File: src/core/charge_seq_cfg.svh
// Offsets, field positions, reset values and timing counts of the charge-mode sequencer.
`ifndef CHARGE_SEQ_CFG_SVH
`define CHARGE_SEQ_CFG_SVH

// Register offsets, byte-wide register port.
`define REG_CHARGE_EN      8'h06
`define REG_SEQ_CTRL       8'h0a
`define REG_AUTO_CFG       8'h25
`define REG_OFF_INTERVAL   8'h30
`define REG_POWER_STATUS   8'h31
`define REG_MODE_BASE      8'h40

// Field positions.
`define AUTO_N_BIT         1
`define HI_CUR_BIT         4
`define FULL_AUTO_BIT      0
`define VENDOR_N_BIT       1

// Reset values.
`define CHARGE_EN_RST      4'h0
`define HI_CUR_RST         1'b1
`define FULL_AUTO_RST      1'b0
`define VENDOR_N_RST       1'b1
`define OFF_INTERVAL_RST   8'h0a

// Timing: one off-interval tick is one millisecond at the reference clock rate.
`define CLK_MHZ            10
`define TICK_US            1000
`define TICK_CNT_W         14

`endif

File: src/core/charge_seq_pkg.sv
// Types shared by the charge-mode sequencer and its users.
`default_nettype none
package charge_seq_pkg;

    typedef enum logic [7:0] {
        mode_off      = 8'h01,
        mode_cdp      = 8'h02,
        mode_dcp      = 8'h04,
        mode_div_high = 8'h08,
        mode_div_mid  = 8'h10,
        mode_div_low  = 8'h20,
        mode_vendor   = 8'h40,
        mode_gap      = 8'h80
    } mode_t;

    typedef struct packed {
        logic [7:0] addr;
        logic [7:0] wdata;
        logic       wr;
        logic       rd;
    } reg_req_t;

    typedef struct packed {
        logic [3:0] port_charge_enable_pins;
        logic       auto_sequence_pin_n;
        logic       full_auto_sequence_pin;
        logic       per_port_power_select_n;
        logic       ganged;
        logic       host_bus_select_n;
        logic       power_output_polarity_pin;
        logic       eeprom_present;
    } strap_t;

endpackage
`default_nettype wire

File: src/core/charge_seq.sv
// Per-port charging-mode sequencer for a four-port hub.
//
// Strobed register access and the placing of the registers are this design's own decisions.
`timescale 1ns/1ps
`default_nettype none
`include "charge_seq_cfg.svh"

module charge_seq
    import charge_seq_pkg::*;
#(
    parameter int unsigned TICK_CYCLES = `TICK_US * `CLK_MHZ,
    parameter logic        PIN_VENDOR_N = 1'b1
) (
    // Clock and reset
    input  wire logic        ref_clk,
    input  wire logic        rst,
    // Register port
    input  wire reg_req_t    reg_req,
    output logic [7:0]       rd_data,
    // Configuration pins, latched once after reset release
    input  wire strap_t      straps,
    // Upstream and hub state
    input  wire logic        upstream_vbus_valid,
    input  wire logic        hub_configured,
    input  wire logic [3:0]  host_port_power,
    // Downstream data-line detectors
    input  wire logic [3:0]  dp_pullup,
    input  wire logic [3:0]  data_line_voltage_detect,
    // Port controls
    output logic [3:0]       port_power_en,
    output mode_t [3:0]      port_mode,
    output logic             per_port_managed
);

    typedef struct packed {
        logic [3:0]                 charge_en;
        logic                       auto_n;
        logic                       hi_cur;
        logic                       full_auto;
        logic                       vendor_n;
        logic [7:0]                 off_ivl;
        strap_t                     pins;
        logic                       strapped;
        logic [`TICK_CNT_W-1:0]     tick_cnt;
        logic                       tick;
        mode_t [3:0]                mode;
        mode_t [3:0]                after;
        logic [3:0][7:0]            gap_cnt;
        logic [3:0]                 pwr;
        logic [3:0]                 pwr_pin;
        logic                       managed;
        logic [7:0]                 rdata;
    } state_t;

    state_t s_q;
    state_t s_d;

    logic [3:0] eff_en;
    logic       eff_auto;
    logic       eff_full;
    logic       eff_hi;
    logic       eff_vendor;
    logic       pin_cfg;

    function automatic mode_t first_div(input logic hi);
        return hi ? mode_div_high : mode_div_mid;
    endfunction

    function automatic mode_t next_div(input mode_t cur, input logic full, input logic ven);
        if (full && cur == mode_div_high) begin
            return mode_div_mid;
        end
        if (full && cur == mode_div_mid) begin
            return mode_div_low;
        end
        return ven ? mode_vendor : mode_dcp;
    endfunction

    // Pin-configured builds without EEPROM ignore the register settings, except the off interval.
    always_comb begin
        pin_cfg    = s_q.pins.host_bus_select_n && !s_q.pins.eeprom_present;
        eff_en     = pin_cfg ? s_q.pins.port_charge_enable_pins : s_q.charge_en;
        eff_auto   = pin_cfg ? 1'b1 : !s_q.auto_n;
        eff_full   = pin_cfg ? 1'b1 : s_q.full_auto;
        eff_hi     = pin_cfg ? 1'b1 : s_q.hi_cur;
        eff_vendor = pin_cfg ? !PIN_VENDOR_N : !s_q.vendor_n;
    end

    always_comb begin
        s_d = s_q;
        s_d.tick = 1'b0;
        if (s_q.tick_cnt == `TICK_CNT_W'(TICK_CYCLES - 1)) begin
            s_d.tick_cnt = '0;
            s_d.tick = 1'b1;
        end else begin
            s_d.tick_cnt = s_q.tick_cnt + `TICK_CNT_W'(1);
        end

        // The pins are caught on the first edge after reset release, so no flop
        // ever loads a port value asynchronously.
        if (!s_q.strapped) begin
            s_d.strapped = 1'b1;
            s_d.pins = straps;
            s_d.charge_en = straps.port_charge_enable_pins;
            s_d.auto_n = straps.auto_sequence_pin_n;
        end else if (reg_req.wr) begin
            unique case (reg_req.addr)
                `REG_CHARGE_EN: s_d.charge_en = reg_req.wdata[3:0];
                `REG_SEQ_CTRL: begin
                    s_d.auto_n = reg_req.wdata[`AUTO_N_BIT];
                    s_d.hi_cur = reg_req.wdata[`HI_CUR_BIT];
                end
                `REG_AUTO_CFG: begin
                    s_d.full_auto = reg_req.wdata[`FULL_AUTO_BIT];
                    s_d.vendor_n = reg_req.wdata[`VENDOR_N_BIT];
                end
                `REG_OFF_INTERVAL: s_d.off_ivl = reg_req.wdata;
                default: ;
            endcase
        end

        for (int i = 0; i < 4; i++) begin
            if (!eff_en[i]) begin
                s_d.mode[i] = mode_off;
                s_d.pwr[i] = upstream_vbus_valid &&
                             (s_q.pins.ganged && !s_q.managed ? |host_port_power
                                                              : host_port_power[i]);
            end else if (upstream_vbus_valid) begin
                s_d.mode[i] = (hub_configured && host_port_power[i]) ? mode_cdp
                                                                     : mode_off;
                s_d.pwr[i] = host_port_power[i];
            end else if (!eff_auto) begin
                s_d.mode[i] = mode_dcp;
                s_d.pwr[i] = 1'b1;
            end else begin
                unique case (s_q.mode[i])
                    mode_gap: begin
                        // Power stays off until the interval has run out.
                        if (s_q.gap_cnt[i] == 8'h00) begin
                            s_d.mode[i] = s_q.after[i];
                        end else if (s_q.tick) begin
                            s_d.gap_cnt[i] = s_q.gap_cnt[i] - 8'h01;
                        end
                    end
                    mode_div_high, mode_div_mid, mode_div_low: begin
                        if (dp_pullup[i]) begin
                            s_d.mode[i] = mode_gap;
                            s_d.after[i] = next_div(s_q.mode[i], eff_full, eff_vendor);
                            s_d.gap_cnt[i] = s_q.off_ivl;
                        end
                    end
                    mode_vendor: begin
                        if (dp_pullup[i]) begin
                            s_d.mode[i] = mode_gap;
                            s_d.after[i] = mode_dcp;
                            s_d.gap_cnt[i] = s_q.off_ivl;
                        end
                    end
                    mode_dcp: begin
                        if (dp_pullup[i] || data_line_voltage_detect[i]) begin
                            s_d.mode[i] = mode_gap;
                            s_d.after[i] = first_div(eff_hi);
                            s_d.gap_cnt[i] = s_q.off_ivl;
                        end
                    end
                    default: begin
                        s_d.mode[i] = first_div(eff_hi);
                    end
                endcase
                s_d.pwr[i] = (s_d.mode[i] != mode_gap);
            end
        end

        s_d.managed = (|eff_en) || !s_q.pins.ganged;
        // Pin polarity: high selects an active-high enable.
        s_d.pwr_pin = s_q.pins.power_output_polarity_pin ? s_d.pwr : ~s_d.pwr;

        s_d.rdata = 8'h00;
        if (reg_req.rd) begin
            unique case (reg_req.addr)
                `REG_CHARGE_EN: s_d.rdata = {4'h0, s_q.charge_en};
                `REG_SEQ_CTRL: begin
                    s_d.rdata[`AUTO_N_BIT] = s_q.auto_n;
                    s_d.rdata[`HI_CUR_BIT] = s_q.hi_cur;
                end
                `REG_AUTO_CFG: begin
                    s_d.rdata[`FULL_AUTO_BIT] = s_q.full_auto;
                    s_d.rdata[`VENDOR_N_BIT] = s_q.vendor_n;
                end
                `REG_OFF_INTERVAL: s_d.rdata = s_q.off_ivl;
                `REG_POWER_STATUS: s_d.rdata = {3'h0, s_q.managed, s_q.pwr};
                `REG_MODE_BASE: s_d.rdata = s_q.mode[0];
                `REG_MODE_BASE + 8'h01: s_d.rdata = s_q.mode[1];
                `REG_MODE_BASE + 8'h02: s_d.rdata = s_q.mode[2];
                `REG_MODE_BASE + 8'h03: s_d.rdata = s_q.mode[3];
                default: s_d.rdata = 8'h00;
            endcase
        end
    end

    always_ff @(posedge ref_clk or posedge rst) begin
        if (rst) begin
            s_q <= '0;
            s_q.charge_en <= `CHARGE_EN_RST;
            s_q.auto_n <= 1'b1;
            s_q.hi_cur <= `HI_CUR_RST;
            s_q.full_auto <= `FULL_AUTO_RST;
            s_q.vendor_n <= `VENDOR_N_RST;
            s_q.off_ivl <= `OFF_INTERVAL_RST;
            s_q.mode <= {4{mode_off}};
            s_q.after <= {4{mode_off}};
        end else begin
            s_q <= s_d;
        end
    end

    assign rd_data = s_q.rdata;
    assign port_power_en = s_q.pwr_pin;
    assign port_mode = s_q.mode;
    assign per_port_managed = s_q.managed;

    // Checks on port 0; the other ports share the same logic.
    // A port is free to sequence only while it is enabled, unconnected and on auto.
    logic seq0;
    assign seq0 = s_q.strapped && !upstream_vbus_valid && eff_en[0] && eff_auto;
endmodule // charge_seq
`default_nettype wire

File: config.mk
export PLATFORM = sky130hd
export DESIGN_NAME = charge_seq
export DESIGN_NICKNAME = d
export VERILOG_FILES = /design/src/core/charge_seq_pkg.sv /design/src/core/charge_seq.sv
export VERILOG_INCLUDE_DIRS = /design/src /design/src/core
export SDC_FILE = /design/constraint.sdc
export NUM_CORES = 1
export LEC_CHECK = 0
export BUFFER_PORTS_ARGS = -buffer_cell sky130_fd_sc_hd__buf_2
export CAP_MARGIN = 10
export CORE_ASPECT_RATIO = 1.25
export CORE_MARGIN = 8
export CORE_UTILIZATION = 50
export CTS_CLUSTER_SIZE = 24
export DETAILED_ROUTE_END_ITERATION = 7
export PLACE_DENSITY = 0.69
export SYNTH_ARGS = -nofsm -noshare
export SYNTH_HDL_FRONTEND = slang
export SYNTH_SLANG_ARGS = --single-unit
export TNS_END_PERCENT = 20
File: constraint.sdc
create_clock -name ref_clk -period 4.7 [get_ports ref_clk]
set_input_delay 0 -clock ref_clk [delete_from_list [all_inputs] [get_ports ref_clk]]
set_output_delay 0 -clock ref_clk [all_outputs]
set_load 0.005 [all_outputs]
* After elaboration in Yosys (flattened, before gate mapping)
Index checks and enable logic that the tools add are counted.
** Word-level totals
- Input bits :: 45
- Word-level logic and storage cells :: 351
- Memory bits (writable) :: 0
- ROM bits :: 0
- Bits in latches :: 0
- Output and inout port bits :: 45
- Bits in registers :: 153
- Memories kept :: 0
** Operators by class
- Muxes and demuxes :: 186
- Multiply operators :: 0
- Shifts and indexed selects :: 0
- Reductions and logical operators :: 63
- Eq/ne operators :: 65
- Div/mod/pow operators :: 0
- Magnitude comparators :: 0
- Bitwise logic cells :: 2
- $add $sub $neg :: 5
** Operators with widths (number)
- 8-bit two-way mux :: 82
- 8-bit case mux with 3 select lines :: 12
- 1-bit two-way mux :: 73
- 8-bit by 7-bit equality test with 1-bit output, second input constant :: 8
- 8-bit by 6-bit equality test with 1-bit output, second input constant :: 7
- 2-bit != test, second input constant :: 21
- 8-bit by 3-bit equality test with 1-bit output, second input constant :: 5
- 8-bit by 4-bit equality test with 1-bit output, second input constant :: 5
- 8-bit by 5-bit equality test with 1-bit output, second input constant :: 4
- 8-bit equality test, second input constant :: 4
- 8-bit logical NOT :: 4
- 8-bit != test, second input constant :: 4
- 8-bit AND reduction :: 4
- 8-bit by 1-bit subtractor with 8-bit output, second input constant :: 4
- 7-bit AND reduction :: 4
- 3-bit nonzero test :: 8
- 4-bit OR reduction :: 6
- 1-bit logical AND :: 18
- 16-bit two-way mux :: 1
- 3-bit case mux with 5 select lines :: 1
- 14-bit by 1-bit adder with 14-bit output, second input constant :: 1
- 14-bit equality test, second input constant :: 1
- 14-bit two-way mux :: 1
- 2-bit case mux with 7 select lines :: 1
- 15 further kinds :: 42

* Logic depth before layout (Yosys ltp)
Gate-level depths: netlist (run 1).
- Word-level depth :: 20
- Gate-level depth with buffers :: 10

* Worst setup path before layout (run 1)
OpenSTA, ideal clock, no wires.
- Path kind :: reg-to-reg
- From :: register s_q, in the netlist port_mode[5]
- To :: register s_q[20] (netlist name)
- Required time :: 4.579 ns
- Path slack :: 2.145 ns
- Path buffers :: 3
- Setup time :: 0.121 ns
- Arrival :: 2.434 ns
- Stages on the path, launching flop included :: 9
- Cells stage by stage :: dfrtp_1 > buf_6 > or4_4 > or4_4 > buf_6 > and3_4 > buf_6 > a211o_1 > o22a_1
** On the way
- Word-level cells in the longest chain between the ends :: 4
- Elaborated cells on any way between the ends :: 14
- Those cells by class :: 10 x eq/ne; 1 x mux; 3 x reduce/logical
** Ends and longest elaborated chain
- start, declared :: RTL line charge_seq.sv:55 : state_t s_q;
- 8-bit by 4-bit equality test with 1-bit output, or another cell as far along :: RTL line charge_seq.sv:136 : unique case (s_q.mode[i])
- 4-bit OR reduction (no source line)
- 2-bit by 1-bit != test with 1-bit output (no source line) or 3-bit nonzero test (tied branches)
- 8-bit AND reduction (no source line)
Parallel ways exist; a longest one is shown, timed or not.
A chain may end at the register's enable or synchronous reset.

* Final worst setup path (run 1)
- From :: register s_q, in the netlist port_mode[22]
- To :: register s_q[39] (netlist name)
The elaborated chain is that of the path after synthesis.

==> run metrics, run 1 <==
largest cells by area after synthesis dfrtp_1 (39%), mux2_2 (5.0%), nor2_1 (4.2%); Wirelength per Cell 20.3 um; CTS tree built; HP Start data_line_voltage_detect[0]; Mapped Nets 966; share of the synthesized area in the top cell type 38.8%; vias in the first global route 7224; sequential fraction of the synthesis area 42.9%; vias 7461; mean number of vias per cell 6.18; Die Span Y 162 um; worst setup margin 1620 ps; core area 16700 sq um; detailed-route wire length 24500 um; Netlist Area Pre-Place 8500 sq um; cell count after synthesis 915; Worst R2R Start port_mode[22]$_DFF_PP0_; initial antenna violation count 0; Rows 53; Final Util 58.2%; Antenna Violating Nets Remaining 0; slowest stage delay, CP 800 ps; critical path's slowest cell nor4_1; Tcrit/Tclk final 65.6%; antenna cells 0; share of layout cells above drive strength 1 19.4%; Setup CP Type flip-flop to flip-flop; FF+latch count, synth 145; Clock transition at path regs 60 ps; pwr dens 395 nW/um^2; Yosys top cell by area dfrtp_1; yosys warns 0; Port-buffer cells 87; asr flop ratio synth 100%; final setup fails 0; Global Route Usage Sum 22.8%; startpoint types flip-flop; detailed placement HPWL 17300 um; clk_skew 11.7 ps; Num CTS Buffers 17; maxcap violations 0; worst slack, placed 1710 ps; post-route cell area 9730 sq um; achievable frequency 324 MHz; root buffer cell clkbuf_16; Distinct cells, synth 75; global route total overflow 0; min-delay worst type primary input to flip-flop; first-pass GRT wire length 38500 um; setup_tns 0 ps; RSZ-0062 raised after global routing no; postcts setup bufs 0; headroom to the max-slew limit 30.0%; initial core utilization 50.9%; # DRC 0; LEAKAGE 4.35 nW; gpl congestion 0.964; largest net degree at the start of global routing 98; commonest non-fill, non-tap cell in the layout dfrtp_1; Syn-to-layout area delta 14.4%; CP delay by family, top simple AND/OR/NAND/NOR gates; critical path, cell by cell nor4_1 -> nand4b_1 -> a41oi_1 -> nor2_1 -> o21a_1 -> o22a_1; most frequent cells in the layout dfrtp_1 (132), nor2_1 (95), buf_2 (87); CP Max Fanout 12; area post-placement 8740 sq um; Final Hold Vio Count 0; htree depth 4; clock sinks 145; number of DRC markers in iteration 0 678; Avg Cell Area, Syn 9.29 sq um; EDFF count, synth 0; clk buf depth 2; type of destination of the critical path flip-flop; Max IR drop VDD 0.274 mV; Synth Flop Type dfrtp_1; Pre-antenna DRT Iters 5; WP data arrival 3400 ps; status finished clean; Die ar. 21500 sq um; worst-margin pin slew 1040 ps; Setup crit start port_mode[22]$_DFF_PP0_; Die W 133 um; Final Max Slew Viols 0; crit path time final 3080 ps; WP buf/inv 0; Clk Latency, worst-skew pair 440 ps; Layout Nets 1026; Critical Path RT 5020 ps; I/O pin total 90
==> registers in the layout, summed over array words and instances, names as in the netlist <==
signal / flops
port_mode: 32
s_q: 100
port_power_en: 4
rd_data: 8
per_port_managed: 1
==> final timing paths <==
check / endpoint / slack, ps / cells after the start
min in group asynchronous: s_q[38]$_DFFE_PP0P_ / 310 / 3
min: port_mode[2]$_DFF_PP0_ / 40 / 4
max reg2reg: s_q[39]$_DFFE_PP0P_ / 1620 / 6
max in group asynchronous: port_mode[14]$_DFF_PP0_ / 3230 / 4
min reg2reg: port_mode[16]$_DFF_PP1_ / 470 / 2
max: s_q[39]$_DFFE_PP0P_ / 1620 / 6
==> layout make-up <==
class | count | area (sq um)
fillers | 1507 | 6980
clock inverters | 12 | 181
multi-input cells | 647 | 4210
clock buffers | 20 | 457
repair buffers | 126 | 816
well taps | 220 | 275
flip-flops and latches | 145 | 3640
inverters | 38 | 148
==> through the flow <==
step           hold slack [ps]  cells  power [mW]
3_3_place_gp               243   1141        2.35
4_1_cts                   31.3   1208        3.85
6_report                  44.0   1208        3.85
3_5_place_dp               237   1141        2.37
2_1_floorplan              119    915        2.17
5_1_grt                   90.5   1208        4.03
==> tightest hold or removal path, stage by stage <==
cell      delay [ps]
buf_2            110
nor3_1            50
o22ai_1          150
a211oi_1         100
==> repair_timing <==
action | CTS | global route
hold endpoints to repair | 137 | 0
hold buffers | 35 | 0
resized for setup | 0 | 0
==> cells in the mapped netlist (5+ instances only) <==
library cell	number
dfrtp_1	132
nor2_1	95
a21oi_1	62
nand2_1	46
buf_4	44
inv_1	38
mux2_2	38
clkbuf_1	34
o21ai_0	32
nand3_1	30
a22oi_1	25
nor3_1	25
nand2b_1	22
dfstp_2	13
mux2i_1	13
nand4_1	13
nor4_1	13
xor2_1	13
a31oi_1	11
and3_1	11
and2_1	9
nor2b_1	9
or3_1	9
xnor2_1	9
a21o_1	8
a221oi_1	8
a2bb2oi_1	8
o211ai_1	8
o22a_1	8
o22ai_1	8
nand4b_1	7
nor3b_1	7
o2bb2ai_1	7
a211oi_1	6
ha_1	6
a21boi_0	5
o21a_1	5
o21ai_1	5
==> power by group <==
group | total, mW | internal (mW) | switching, mW
registers | 1.65 | 1.45 | 0.200
clock network | 1.46 | 0.919 | 0.540
logic | 0.738 | 0.322 | 0.416
total | 3.85 | 2.69 | 1.16
==> layer usage <==
layer  track usage, %  vias to the layer above  share of wire (%)
met4             12.1                        0                3.9
met2             36.7                      320                 47
li1                 -                     3439                  -
met5                0                        -                  0
met1             27.8                     3634                 41
met3             5.69                       68                8.1
==> logic make-up (layout without fill, tap and decap cells) <==
logic type / count (synthesis) / count (layout) / share of synthesized area, %
compound gates: 241 / 241 / 19.3
buf+inv: 123 / 196 / 7.67
mux: 51 / 51 / 6.56
simple gates: 326 / 326 / 20.4
flops: 145 / 145 / 42.9
other cells: 1 / 1 / 0.0441
fa+ha+maj: 6 / 6 / 0.883
xor+xnor: 22 / 22 / 2.27
No activity file was read; power rests on OpenSTA's default activity.
==> run 2: changes to the inputs <==
Clock period 4.7 ns to 2.9 ns, I/O delays scaled along.
==> run 2 against run 1 <==
Effect of this change:
- worst hold slack lost 19 ps
- highest routed layer is now met5
- first-iteration DRC count rose by 30%
- register-to-register slack lost 1300 ps
- core utilization rose by 0.82 points
- worst setup slack worse by 1300 ps
- count of clock-buffer cells in the layout decreased by 2
==> run metrics, run 2 (synthesized netlist as in run 1, its figures left out) <==
WHS Path Cells 4 (unchanged); gpl congestion 0.963 (-0.11%); clock sinks 145 (unchanged); Die ar. 21500 sq um (unchanged); Pre-antenna DRT Iters 5 (unchanged); LEAKAGE 4.46 nW (+2.5%); flop2flop setup slack 350 ps (-1270 ps); critical path, cell by cell inv_1 -> ha_1 -> or3b_2 -> or3_1 -> a21oi_1 -> a211oi_1 -> nor3_1 -> xnor2_1; Max IR drop VDD 0.451 mV (+65%); P_sw 1.90 mW (+65%); commonest non-fill, non-tap cell in the layout dfrtp_1; Clk Latency, worst-skew pair 430 ps (about the same); Die Span Y 162 um (unchanged); clk buf depth 2 (unchanged); Seq pwr share 44.1% (+1.2 points); Final Hold Vio Count 0 (unchanged); WP buf/inv 1 (+1); Global Route Usage Sum 23.1% (+0.28 points); initial antenna violation count 1 (+1); worst-margin pin slew 897 ps (-144 ps); core area 16700 sq um (unchanged); area of the multi-input gates 4210 sq um (unchanged); slowest stage delay, CP 510 ps (-290 ps); clk_skew 6.30 ps (-5.44 ps); Port-buffer cells 87 (unchanged); number of DRC markers in iteration 0 884 (+30%); first-pass GRT wire length 39000 um (+1.3%); # DRC 0 (unchanged); Rows 53 (unchanged); Tcrit/Tclk final 87.9% (+22 points); Clock power frac 35.3% (-2.6 points); share of layout cells above drive strength 1 21.7% (+2.3 points); largest net degree at the start of global routing 115 (+17%); initial core utilization 50.9% (unchanged); mean number of vias per cell 6.06 (-1.9%); Sequential cell area 3640 sq um (unchanged); CTS tree built; antenna cells 0 (unchanged); Layout Nets 1052 (+2.5%); Pint 4.11 mW (+53%); CP Max Fanout 5 (-7); type of destination of the critical path flip-flop; headroom to the max-slew limit 40.0% (+9.9 points); I/O pin total 90 (unchanged); crit path time final 2550 ps (-533 ps); root buffer cell clkbuf_16; vias 7477 (+0.21%); combinational share of power 20.6% (+1.4 points); CP delay by family, top simple AND/OR/NAND/NOR gates; global route total overflow 0 (unchanged); Final Max Slew Viols 0 (unchanged); Final Util 59.0% (+0.82 points); setup_tns 0 ps (unchanged); reg-to-reg endpoint port_power_en[2]$_DFF_PP0_; HP Start data_line_voltage_detect[3]; pwr dens 610 nW/um^2 (+54%); final setup fails 0 (unchanged); Syn-to-layout area delta 16.0%; Critical Path RT 3250 ps (-1770 ps); sw frac 31.6% (+1.6 points); Worst R2R Start s_q[33]$_DFFE_PP0P_; Hold Crit Endpoint port_mode[26]$_DFF_PP0_; detailed-route wire length 24500 um (+0.12%); htree depth 4 (unchanged); most frequent cells in the layout dfrtp_1 (132), nor2_1 (95), buf_2 (87); detailed placement HPWL 17700 um (+2.1%); Clock transition at path regs 60 ps (about the same); WP data arrival 2900 ps (-500 ps); Biggest register s_q; max reg flops 100 (unchanged); min-delay worst type primary input to flip-flop; startpoint types flip-flop; Num CTS Buffers 17 (unchanged); Wirelength per Cell 19.9 um (-2.0%); Fillers 1491 (-1.1%); Setup CP Type flip-flop to flip-flop; status finished clean; Antenna Violating Nets Remaining 0 (unchanged); achievable frequency 392 MHz (+21%); vias in the first global route 7114 (-1.5%); Reg2Reg Depth 8 (+2); critical path's slowest cell or3b_2; RSZ-0062 raised after global routing no; Die W 133 um (unchanged); maxcap violations 0 (unchanged)
[run 2: metal layers]
| metal | track usage [%] | vias to the layer above | wire length [um] |
|---|---|---|---|
| met5 | 0 | - | 9 |
| met4 | 11.2 | 2 | 972 |
| met3 | 4.94 | 59 | 1820 |
| met2 | 36.9 | 311 | 11700 |
| met1 | 29.2 | 3617 | 10000 |
| li1 | - | 3488 | - |
[run 2: layout make-up]
cell class	count	area share [%]
timing repair buffer	152	10.3
clock inverter	14	1.33
tap	220	2.79
clock buffer	18	4.45
inverter	38	1.48
multi-input combinational	647	42.7
sequential	145	36.9
[run 2: through the flow]
| stage | worst slack (ps) | std cells | instance area, sq um | hold WS (ps) | total power [mW] |
|---|---|---|---|---|---|
| after global routing | 201 | 1234 | 9870 | 26.2 | 6.34 |
| after global placement | 400 | 1168 | 8950 | 174 | 3.84 |
| final | 351 | 1234 | 9870 | 24.6 | 6.02 |
| after floorplan | 345 | 915 | 8510 | 119 | 3.51 |
| after CTS | 365 | 1234 | 9870 | 14.1 | 6.04 |
| after detailed placement | 378 | 1168 | 8950 | 177 | 3.87 |
[run 2: worst max path at each step]
stage	startpoint	to	slack (ps)	cells past startpoint
floorplan	port_mode[5]$_DFF_PP0_	s_q[20]$_DFFE_PP0P_	350	8
global placement	port_mode[1]$_DFF_PP0_	s_q[24]$_DFFE_PP0P_	400	6
detailed placement	port_mode[1]$_DFF_PP0_	s_q[24]$_DFFE_PP0P_	380	6
CTS	port_mode[1]$_DFF_PP0_	s_q[24]$_DFFE_PP0P_	370	6
global route	port_mode[1]$_DFF_PP0_	s_q[24]$_DFFE_PP0P_	200	6
finish	s_q[33]$_DFFE_PP0P_	port_power_en[2]$_DFF_PP0_	350	8
[run 2: power by group through the flow]
stage          combinational [mW]  clock [mW]  sequential [mW]
2_1_floorplan               0.938           0             2.57
3_3_place_gp                 1.17           0             2.67
3_5_place_dp                 1.20           0             2.68
4_1_cts                      1.24        2.16             2.65
5_1_grt                      1.40        2.24             2.70
6_report                     1.24        2.12             2.65
[run 2: worst register-to-register path: stages, from the launching register on]
cell and delay [ps]:
dfrtp_1 410, inv_1 100, ha_1 190, or3b_2 510, or3_1 430, a21oi_1 170
a211oi_1 140, nor3_1 360, xnor2_1 160
[run 2: timing repair]
action,4_1_cts,5_1_grt
buffers inserted,0,0
gates resized for setup,0,0
endpoints found under the setup margin,0,0
hold buffers,34,0
hold endpoints to repair,178,0
